`src/hdl/sfu_pkg.sv`:
```
// shared constants and types for the serial firmware update sequencer
package sfu_pkg;
  localparam logic [7:0] CHAR_CR = 8'h0d;
  localparam logic [7:0] CHAR_COMMA = 8'h2c;
  // keywords as the last four received characters, right aligned
  localparam logic [31:0] KW_ENTER = 32'h00444655;
  localparam logic [31:0] KW_REQUEST = 32'h44465555;
  localparam logic [31:0] KW_START = 32'h44465553;
  localparam logic [31:0] KW_FRAGMENT = 32'h44465544;
  localparam logic [31:0] KW_COMPLETE = 32'h44465543;
  localparam logic [31:0] KW_TERMINATE = 32'h44465545;
  localparam logic [15:0] MAX_FRAG_LEN = 16'h0200;
  localparam logic [3:0] SIZE_ALIGN_MASK = 4'hf;
  localparam logic [15:0] CHECK_POLY = 16'h1021;
  localparam logic [15:0] CHECK_INIT = 16'hffff;
  localparam int CLK_PERIOD_NS = 8;
  localparam int DIST_TIMEOUT_MS = 100;
  localparam int DIST_TIMEOUT_CYC = (DIST_TIMEOUT_MS * 1000000) / CLK_PERIOD_NS;

  typedef enum logic [1:0] {
    MODE_CMD = 2'b00,
    MODE_UPD = 2'b01,
    MODE_DATA = 2'b10
  } sfu_mode_t;

  typedef enum logic [1:0] {
    PARSE_KEY = 2'b00,
    PARSE_HEX = 2'b01,
    PARSE_RAW = 2'b10,
    PARSE_TAIL = 2'b11
  } sfu_parse_t;

  typedef enum logic [3:0] {
    REP_END = 4'h0,
    REP_PROMPT = 4'h1,
    REP_ECHO = 4'h2,
    REP_ACK = 4'h3,
    REP_ERR = 4'h4,
    REP_BUSY = 4'h5,
    REP_VALIDATING = 4'h6,
    REP_VAL_OK = 4'h7,
    REP_VAL_FAIL = 4'h8,
    REP_REBOOT = 4'h9
  } sfu_code_t;

  typedef struct packed {
    logic valid;
    logic [7:0] data;
  } sfu_byte_t;

  typedef struct packed {
    logic valid;
    sfu_code_t code;
    logic [15:0] value;
  } sfu_reply_t;
endpackage

```
`src/hdl/sfu_sequencer.sv`:
```
// command sequencer for firmware update over the serial command stream
module sfu_sequencer
  import sfu_pkg::*;
#(parameter int TIMEOUT_CYC = DIST_TIMEOUT_CYC) (
  input wire logic mclk,
  input wire logic rst,
  input wire sfu_byte_t rx,
  input wire logic busy,
  output sfu_reply_t reply,
  output sfu_mode_t mode,
  output logic reboot
);
  function automatic logic [4:0] hex_val(input logic [7:0] c);
    if (c >= 8'h30 && c <= 8'h39) return {1'b0, c[3:0]};
    if ((c >= 8'h41 && c <= 8'h46) || (c >= 8'h61 && c <= 8'h66)) return {1'b0, c[3:0] + 4'h9};
    return 5'h10;
  endfunction
  function automatic logic [15:0] check_byte(input logic [15:0] c, input logic [7:0] d);
    logic [15:0] x;
    x = c ^ {d, 8'h00};
    for (int i = 0; i < 8; i++) x = x[15] ? ({x[14:0], 1'b0} ^ CHECK_POLY) : {x[14:0], 1'b0};
    return x;
  endfunction
  sfu_reply_t reply_r, reply_nxt;
  sfu_mode_t mode_r, mode_nxt;
  sfu_parse_t pst_r, pst_nxt;
  sfu_code_t pend_code_r, pend_code_nxt;
  logic pend_r, pend_nxt, reboot_r, reboot_nxt, bad_r, bad_nxt, frag_ok_r, frag_ok_nxt;
  logic [31:0] kw_r, kw_nxt, acc_r, acc_nxt, size_r, size_nxt, rcvd_r, rcvd_nxt, tmo_r, tmo_nxt;
  logic [31:0] fld_r [0:3], fld_nxt [0:3], f [0:3];
  logic [2:0] nf_r, nf_nxt, nf;
  logic [15:0] flen_r, flen_nxt, cnt_r, cnt_nxt;
  logic [15:0] ftmp_r, ftmp_nxt, chk_r, chk_nxt, chk_exp_r, chk_exp_nxt;
  logic req_ok_r, req_ok_nxt, started_r, started_nxt, dist_r, dist_nxt;
  logic done_r, done_nxt, val_ok_r, val_ok_nxt, exec, locked;
  logic [4:0] hv;
  assign reply = reply_r;
  assign mode = mode_r;
  assign reboot = reboot_r;
  always_comb begin
    reply_nxt = reply_r;
    reply_nxt.valid = 1'b0;
    mode_nxt = mode_r;
    pst_nxt = pst_r;
    pend_nxt = 1'b0;
    pend_code_nxt = pend_code_r;
    reboot_nxt = 1'b0;
    kw_nxt = kw_r;
    acc_nxt = acc_r;
    fld_nxt = fld_r;
    nf_nxt = nf_r;
    bad_nxt = bad_r;
    frag_ok_nxt = frag_ok_r;
    flen_nxt = flen_r;
    cnt_nxt = cnt_r;
    ftmp_nxt = ftmp_r;
    chk_nxt = chk_r;
    chk_exp_nxt = chk_exp_r;
    size_nxt = size_r;
    rcvd_nxt = rcvd_r;
    req_ok_nxt = req_ok_r;
    started_nxt = started_r;
    dist_nxt = dist_r;
    done_nxt = done_r;
    val_ok_nxt = val_ok_r;
    locked = dist_r && (rcvd_r != size_r);
    hv = hex_val(rx.data);
    f = fld_r;
    f[nf_r[1:0]] = acc_r;
    nf = (pst_r == PARSE_HEX) ? nf_r + 3'd1 : nf_r;
    exec = rx.valid && (pst_r != PARSE_RAW) && (rx.data == CHAR_CR) && (kw_r != 32'h0) &&
           (mode_r != MODE_DATA);
    tmo_nxt = (locked && !rx.valid) ? tmo_r + 32'd1 : 32'd0;
    if (pend_r) reply_nxt = '{valid: 1'b1, code: pend_code_r, value: 16'h0000};
    if (rx.valid && pst_r == PARSE_RAW) begin
      ftmp_nxt = check_byte(ftmp_r, rx.data);
      cnt_nxt = cnt_r - 16'd1;
      if (cnt_r == 16'd1) pst_nxt = PARSE_TAIL;
    end else if (rx.valid && rx.data == CHAR_CR) begin
      pst_nxt = PARSE_KEY;
      kw_nxt = 32'h0;
      acc_nxt = 32'h0;
      nf_nxt = 3'd0;
      bad_nxt = 1'b0;
    end else if (rx.valid && pst_r == PARSE_KEY) begin
      if (rx.data == CHAR_COMMA) pst_nxt = PARSE_HEX;
      else kw_nxt = {kw_r[23:0], rx.data};
    end else if (rx.valid && pst_r == PARSE_HEX) begin
      if (rx.data == CHAR_COMMA) begin
        if (nf_r[2]) bad_nxt = 1'b1;
        else fld_nxt[nf_r[1:0]] = acc_r;
        nf_nxt = nf_r + 3'd1;
        acc_nxt = 32'h0;
        if (kw_r == KW_FRAGMENT && nf_r == 3'd0) begin
          flen_nxt = acc_r[15:0];
          cnt_nxt = acc_r[15:0];
          ftmp_nxt = chk_r;
          frag_ok_nxt = started_r && !bad_r && acc_r[31:16] == 16'h0 &&
                        acc_r[15:0] != 16'h0 && acc_r[15:0] <= MAX_FRAG_LEN &&
                        rcvd_r + {16'h0, acc_r[15:0]} <= size_r;
          pst_nxt = (acc_r[15:0] == 16'h0) ? PARSE_TAIL : PARSE_RAW;
        end
      end else begin
        if (hv[4]) bad_nxt = 1'b1;
        else acc_nxt = {acc_r[27:0], hv[3:0]};
      end
    end else if (rx.valid && pst_r == PARSE_TAIL) begin
      bad_nxt = 1'b1;
    end
    if (exec) begin
      reply_nxt = '{valid: 1'b1, code: REP_ERR, value: 16'h0000};
      if (kw_r == KW_ENTER) begin
        if (mode_r == MODE_CMD) begin
          reply_nxt.code = REP_END;
          pend_nxt = 1'b1;
          pend_code_nxt = REP_PROMPT;
          mode_nxt = MODE_UPD;
        end
      end else if (mode_r != MODE_UPD || (locked && kw_r != KW_FRAGMENT)) begin
        reply_nxt.code = REP_ERR;
      end else if (kw_r == KW_REQUEST) begin
        if (nf == 3'd4 && !bad_r && (f[0][3:0] & SIZE_ALIGN_MASK) == 4'h0 && f[0] != 32'h0 &&
            f[1][31:8] == 24'h0 && f[3][31:16] == 16'h0) begin
          reply_nxt.code = REP_ECHO;
          reply_nxt.value = MAX_FRAG_LEN;
          req_ok_nxt = 1'b1;
          size_nxt = f[0];
          chk_exp_nxt = f[3][15:0];
          chk_nxt = CHECK_INIT;
          rcvd_nxt = 32'h0;
          started_nxt = 1'b0;
          dist_nxt = 1'b0;
          done_nxt = 1'b0;
          val_ok_nxt = 1'b0;
        end
      end else if (kw_r == KW_START) begin
        if (!req_ok_r) reply_nxt.code = REP_ERR;
        else if (busy) reply_nxt.code = REP_BUSY;
        else begin
          reply_nxt.code = REP_ACK;
          started_nxt = 1'b1;
        end
      end else if (kw_r == KW_FRAGMENT) begin
        if (frag_ok_r && pst_r == PARSE_TAIL && !bad_r && nf_r == 3'd1) begin
          reply_nxt.code = REP_ACK;
          dist_nxt = 1'b1;
          rcvd_nxt = rcvd_r + {16'h0, flen_r};
          chk_nxt = ftmp_r;
        end
      end else if (kw_r == KW_COMPLETE) begin
        if (dist_r && rcvd_r == size_r) begin
          reply_nxt.code = REP_VALIDATING;
          pend_nxt = 1'b1;
          pend_code_nxt = (chk_r == chk_exp_r) ? REP_VAL_OK : REP_VAL_FAIL;
          done_nxt = 1'b1;
          val_ok_nxt = (chk_r == chk_exp_r);
        end
      end else if (kw_r == KW_TERMINATE) begin
        reply_nxt.code = REP_END;
        req_ok_nxt = 1'b0;
        started_nxt = 1'b0;
        dist_nxt = 1'b0;
        done_nxt = 1'b0;
        val_ok_nxt = 1'b0;
        rcvd_nxt = 32'h0;
        if (done_r && val_ok_r) begin
          reply_nxt.code = REP_REBOOT;
          reboot_nxt = 1'b1;
          mode_nxt = MODE_DATA;
        end
      end
    end
    if (locked && tmo_r == TIMEOUT_CYC - 1 && !rx.valid) begin
      mode_nxt = MODE_CMD;
      pst_nxt = PARSE_KEY;
      kw_nxt = 32'h0;
      nf_nxt = 3'd0;
      req_ok_nxt = 1'b0;
      started_nxt = 1'b0;
      dist_nxt = 1'b0;
      done_nxt = 1'b0;
      rcvd_nxt = 32'h0;
      tmo_nxt = 32'd0;
    end
  end
  always_ff @(posedge mclk) begin
    if (rst) begin
      reply_r <= '0;
      mode_r <= MODE_CMD;
      pst_r <= PARSE_KEY;
      pend_r <= 1'b0;
      pend_code_r <= REP_END;
      reboot_r <= 1'b0;
      kw_r <= 32'h0;
      acc_r <= 32'h0;
      fld_r <= '{default: 32'h0};
      nf_r <= 3'd0;
      bad_r <= 1'b0;
      frag_ok_r <= 1'b0;
      flen_r <= 16'h0;
      cnt_r <= 16'h0;
      ftmp_r <= 16'h0;
      chk_r <= CHECK_INIT;
      chk_exp_r <= 16'h0;
      size_r <= 32'h0;
      rcvd_r <= 32'h0;
      tmo_r <= 32'h0;
      req_ok_r <= 1'b0;
      started_r <= 1'b0;
      dist_r <= 1'b0;
      done_r <= 1'b0;
      val_ok_r <= 1'b0;
    end else begin
      reply_r <= reply_nxt;
      mode_r <= mode_nxt;
      pst_r <= pst_nxt;
      pend_r <= pend_nxt;
      pend_code_r <= pend_code_nxt;
      reboot_r <= reboot_nxt;
      kw_r <= kw_nxt;
      acc_r <= acc_nxt;
      fld_r <= fld_nxt;
      nf_r <= nf_nxt;
      bad_r <= bad_nxt;
      frag_ok_r <= frag_ok_nxt;
      flen_r <= flen_nxt;
      cnt_r <= cnt_nxt;
      ftmp_r <= ftmp_nxt;
      chk_r <= chk_nxt;
      chk_exp_r <= chk_exp_nxt;
      size_r <= size_nxt;
      rcvd_r <= rcvd_nxt;
      tmo_r <= tmo_nxt;
      req_ok_r <= req_ok_nxt;
      started_r <= started_nxt;
      dist_r <= dist_nxt;
      done_r <= done_nxt;
      val_ok_r <= val_ok_nxt;
    end
  end
endmodule

```
`config.mk`:
```
export PLATFORM = sky130hd
export DESIGN_NAME = sfu_sequencer
export DESIGN_NICKNAME = d
export VERILOG_FILES = /design/src/hdl/sfu_pkg.sv /design/src/hdl/sfu_sequencer.sv
export SDC_FILE = /design/constraint.sdc
export NUM_CORES = 1
export LEC_CHECK = 0
export BUFFER_PORTS_ARGS = -buffer_cell sky130_fd_sc_hd__buf_2
export CORE_MARGIN = 2
export CORE_UTILIZATION = 40
export CTS_BUF_LIST = sky130_fd_sc_hd__clkbuf_16
export DETAILED_ROUTE_END_ITERATION = 6
export GPL_TIMING_DRIVEN = 0
export SKIP_LAST_GASP = 1
export SLEW_MARGIN = 20
export SYNTH_ARGS = -nofsm -noshare
export SYNTH_HDL_FRONTEND = slang
export SYNTH_SLANG_ARGS = --single-unit
```
`constraint.sdc`:
```
create_clock -name mclk -period 6.35 [get_ports mclk]
set_input_delay 0.3175 -clock mclk [delete_from_list [all_inputs] [get_ports mclk]]
set_output_delay 0.3175 -clock mclk [all_outputs]
set_load 0.05 [all_outputs]
```
# == Word level (Yosys, flattened, before mapping) ==
# Cells that the tools add are included.
# totals
register_bits,409
out_inout_bits,24
word_cells,344
# classes
addsub,6
n_lt_le_gt_ge,10
n_eq_ne,47
muxes,142
n_bitwise,19
n_reduce_logical,90
# op_table
operator,count
32-bit two-way mux,16
16-bit two-way mux,20
"32-bit by 31-bit equality test with 1-bit output, second input constant",5
128-bit bitwise mux,1
13-bit two-way mux,8
4-bit two-way mux,17
32-bit by 16-bit adder with 32-bit output,2
32-bit demux with 2-bit select,1
32-bit nonzero test,2
16-bit zero test,3
1-bit two-way mux,45
21-bit two-way mux,2
2-bit two-way mux,18
1-bit logical AND,34
"32-bit by 1-bit adder with 32-bit output, second input constant",1
"32-bit by 23-bit equality test with 1-bit output, second input constant",1
"32-bit by 24-bit equality test with 1-bit output, second input constant",1
32-bit equality test,1
32-bit less-or-equal comparator,1
"32-bit by 31-bit inequality test with 1-bit output, second input constant",1
32-bit inequality test,1
8-bit AND reduction,4
"2-bit inequality test, second input constant",14
2-bit nonzero test,14
48 further kinds,101

# == Depth between registers and ports, before layout ==
# logic_depth
depth_word,18
ltp_mapped,20
depth_no_buf,20

# == Least setup slack after synthesis ==
# OpenSTA, ideal clock, no wires.
# synth_timing
kind,register to register
start,reg rcvd_r[0]
end,reg frag_ok_r
setup_time_ns,0.074
arrival_time_ns,4.188
t_required_ns,6.276
setup_slack_ns,2.088
path_stages_with_launch,19
n_path_buf,0
path_cell_list,dfxtp_1 > ha_1 > inv_1 > fa_1 > nor2b_1 > o31a_1 > o41ai_1 > o311ai_0 > a31o_2 > a31oi_1 > nor3_1 > xor2_1 > ha_1 > nand3_1 > or3_1 > or4_1 > nor4_1 > a21oi_1 > o21ai_0
# synth_between
elab_chain_len,3
# synth_rtl
item,line_no,rtl
"start, declared",sfu_sequencer.sv:29,"logic [31:0] kw_r, kw_nxt, acc_r, acc_nxt, size_r, size_nxt, rcvd_r, rcvd_nxt, tmo_r, tmo_nxt;"
"start signal, assigned",sfu_sequencer.sv:232,rcvd_r <= rcvd_nxt;
32-bit by 16-bit adder with 32-bit output,sfu_sequencer.sv:100,"rcvd_r + {16'h0, acc_r[15:0]} <= size_r;"
32-bit less-or-equal comparator (implied by the code),sfu_sequencer.sv:100,
1-bit logical AND,sfu_sequencer.sv:99,acc_r[15:0] != 16'h0 && acc_r[15:0] <= MAX_FRAG_LEN &&
"end signal, assigned",sfu_sequencer.sv:225,frag_ok_r <= frag_ok_nxt;
"end, declared",sfu_sequencer.sv:28,"logic pend_r, pend_nxt, reboot_r, reboot_nxt, bad_r, bad_nxt, frag_ok_r, frag_ok_nxt;"
# Every way passes these cells.
# A chain may end at the register's enable or synchronous reset.

# == Worst setup path in the final report ==
# layout_timing
start,reg acc_r[1]
end,reg frag_ok_r
# layout_between
elab_chain_len,4
word_cells_on_any_way,7
cone_classes,add/sub: 1; order compare: 2; reduce/logical: 4
# layout_rtl
item,line_no,rtl
"start, declared",sfu_sequencer.sv:29,
"start signal, assigned",sfu_sequencer.sv:221,acc_r <= acc_nxt;
branches (longest 3 deep; another with 32-bit by 16-bit adder with 32-bit output),--,
1-bit logical AND *,sfu_sequencer.sv:99,
# Mark *: on every way between the ends.

==> key figures <==
Timing
  • Max_slew headroom: 21.1%
  • Fin. Hold Viols: 0
  • Post-layout minimum cycle time: 5.49 ns
  • Fin Setup TNS: 0 ns
  • Fin. max-slew vios: 0
  • Final period util: 86.5%
  • Unrepaired setup endpoints after global routing: no
  • FMAX: 182 MHz
  • Final Skew: 0.0291 ns
  • Worst-Margin Slew: 1.15 ns
  • Final setup vio count: 0

Drt
  • Pre-antenna DRT Iters: 5
  • Antenna Nets Post-Route: 0
  • DRT iter0 DRCs: 1,595
  • DR vias/cell: 5.65
  • Routed length per instance: 19.4 microns
  • DRC errors left: 0
  • Vias: 17.4k
  • Final wirelength: 59,500 microns

Clocking
  • Max H-tree Level: 2
  • Clk buf depth: 3
  • Cts hold-fix bufs: 0
  • Cts bufs inserted: 40
  • Skew-Pair Late Insertion Delay: 0.59 ns
  • Root buf cell: clkbuf_16
  • Clock slew at reported path FFs: 0.06 ns
  • CTS tree: done
  • Post-CTS Setup Inserts: 0
  • Gates resized, CTS repair: 0
  • CTS sink cnt: 353

Hold path
  • Hold Crit Class: in2reg

Yosys
  • Area leader, netlist: dfxtp_1
  • Synthesis-stage register bit count: 353
  • Cell count after synthesis: 2,370
  • Synth top area share: 38.3%
  • Netlist cell types: 74
  • Yosys warns: 0
  • Synth cell count leaders: 390 x nand2_1, 353 x dfxtp_1, 260 x a21oi_1
  • Synth area leaders: dfxtp_1 38%, nand2_1 7.9%, a21oi_1 7.0%
  • Async S/R FF share, synth: 0%
  • Ys flop type: dfxtp_1
  • Avg Synthesized Cell Area: 7.79 sq um
  • Post-synthesis sequential area ratio: 38.3%
  • Most frequent cell after synthesis: nand2_1
  • Synthesized cell area: 18,500 sq um
  • EDFF count, synth: 0

Place
  • Area after DPL: 19,400 sq um
  • Port Buffer Count: 18
  • Gpl congestion: 0.928
  • DPL Wire Length: 44,200 microns

Die
  • Core box area: 45,500 sq um
  • # rows: 78
  • Die Wd: 219 microns
  • Die Area: 47,900 sq um
  • # IOs: 36
  • Die H: 219 microns
  • Initial Utilization: 40.6%

Finish
  • Area taken by multi-input logic gates: 10,500 sq um
  • Layout cell share with drive strength beyond 1: 5.17%
  • Reg area: 7070 sq um
  • Syn-to-layout area delta: 11.6%
  • Post-route cell area: 20,600 sq um
  • Fill count: 4,695
  • Nets: 2,532
  • Diode count: 0

Worst setup path
  • CP arrival: 5.99 ns
  • Nature of the critical path endpoint: flop
  • Slowest stage cell, crit path: a31oi_1
  • Worst path cell trace: inv_1 -> fa_1 -> nor2b_1 -> o31a_1 -> o41ai_1 -> o311ai_0 -> a31o_2 -> a31oi_1 -> nor3_1 -> xor2_1 -> ha_1 -> nand3_1 -> or3_1 -> or4_1 -> nor4_1 -> a21oi_1 -> o21ai_0
  • CP Class: reg2reg
  • CP max stage delay: 0.72 ns
  • Worst Setup Start Kind: flop
  • Critical path peak fanout: 8
  • Critical Path RT: 6.85 ns

Global route
  • Vias in the first global route: 16.0k
  • All-layer global routing usage: 24.5%
  • First-pass GRT wire length: 91,500 microns
  • Largest net degree at the start of global routing: 13
  • Initial antenna violation count: 0
  • Grt total ovfl: 0

Power and ir drop
  • Pleak: 0.00750 uW
  • Peak supply drop: 0.193 mV
  • Pwr Density: 225 nW/um^2

Run
  • Max-Cap Viols: 0

Run status
  • Outcome: complete, no violations
## power breakdown
| part | switching [uW] | leakage (uW) | internal [uW] |
|---|---|---|---|
| logic | 114 | 0.00402 | 36.0 |
| registers | 6.22 | 0.00284 | 2220 |
| clock network | 971 | 0.000643 | 1290 |
## per-stage QoR
step / instances / power (uW) / hold slack (ns) / utilization, % / setup WS (ns)
finish: 3074 / 4640 / 0.0633 / 45.3 / 0.859
global route: 3074 / 4770 / 0.0778 / 45.3 / 0.612
CTS: 3074 / 4670 / 0.0266 / 45.3 / 0.932
detailed placement: 3002 / 2420 / 0.435 / 42.6 / 0.953
global placement: 3002 / 2420 / 0.423 / 42.6 / 1.05
floorplan: 2384 / 2380 / 0.413 / - / 2.09
## layout make-up
cell class | count | share of cell area [%]
plain buffers | 176 | 3.58
clock buffers | 41 | 4.98
clock inverters | 31 | 1.07
inverters | 60 | 1.09
multi-input cells | 1795 | 50.9
flip-flops and latches | 353 | 34.3
well taps | 600 | 3.64
repair buffers | 18 | 0.437
## path summary, 6_finish.rpt
| kind | from | to | slack [ns] | depth (start not counted) |
|---|---|---|---|---|
| min | rx[5] | kw_r[5] | 0.06 | 3 |
| min reg2reg | fld_r[83] | fld_r[83] | 0.45 | 2 |
| max | acc_r[1] | frag_ok_r | 0.86 | 17 |
| max reg2reg | acc_r[1] | frag_ok_r | 0.86 | 17 |
## logic make-up (layout without fill, tap and decap cells)
family / count (synthesis) / after routing / synth area share [%]
AO/OA/AOI/OAI: 501 / 501 / 16.5
XOR/XNOR: 141 / 141 / 6.69
adder cells (fa/ha/maj): 76 / 76 / 5.23
buffers and inverters: 236 / 326 / 5.21
flip-flops: 353 / 353 / 38.3
multiplexers: 52 / 52 / 2.83
other: 1 / 15 / 0.0203
AND/OR/NAND/NOR: 1010 / 1010 / 25.3
## worst max-delay path, delay by kind of cell (launching register included)
family                     cells  cell delay (ns)
and+or+nand+nor                6             1.54
AOI/OAI and AO/OA              7             2.39
xor gates and xnor gates       1             0.19
DFF                            1             0.45
adders and majority gates      2             0.57
buffers and inverters          1             0.25
## layout by cell type (no fill, tap or decap), types with 66 or more instances in the layout
master,n
nor2_1,255
nor3_1,66
a21oi_1,260
dfxtp_1,353
clkbuf_1,149
ha_1,74
nand3_1,77
nand2_1,390
inv_1,69
xnor2_1,76
## sequential cells by signal (all words and copies together) (netlist names), 32 cells and up
register,cells
size_r,32
rcvd_r,32
fld_r,88
kw_r,32
acc_r,32
tmo_r,32
## per-layer routing
layer | vias up | track usage, % | wire length (microns)
li1 | 8383 | - | -
met1 | 8277 | 33.6 | 27100
met2 | 601 | 39.6 | 26900
met3 | 116 | 3.66 | 3810
met4 | 0 | 8.15 | 1660
met5 | - | 0 | 0
Note: power is estimated with default switching activity, not from simulation.
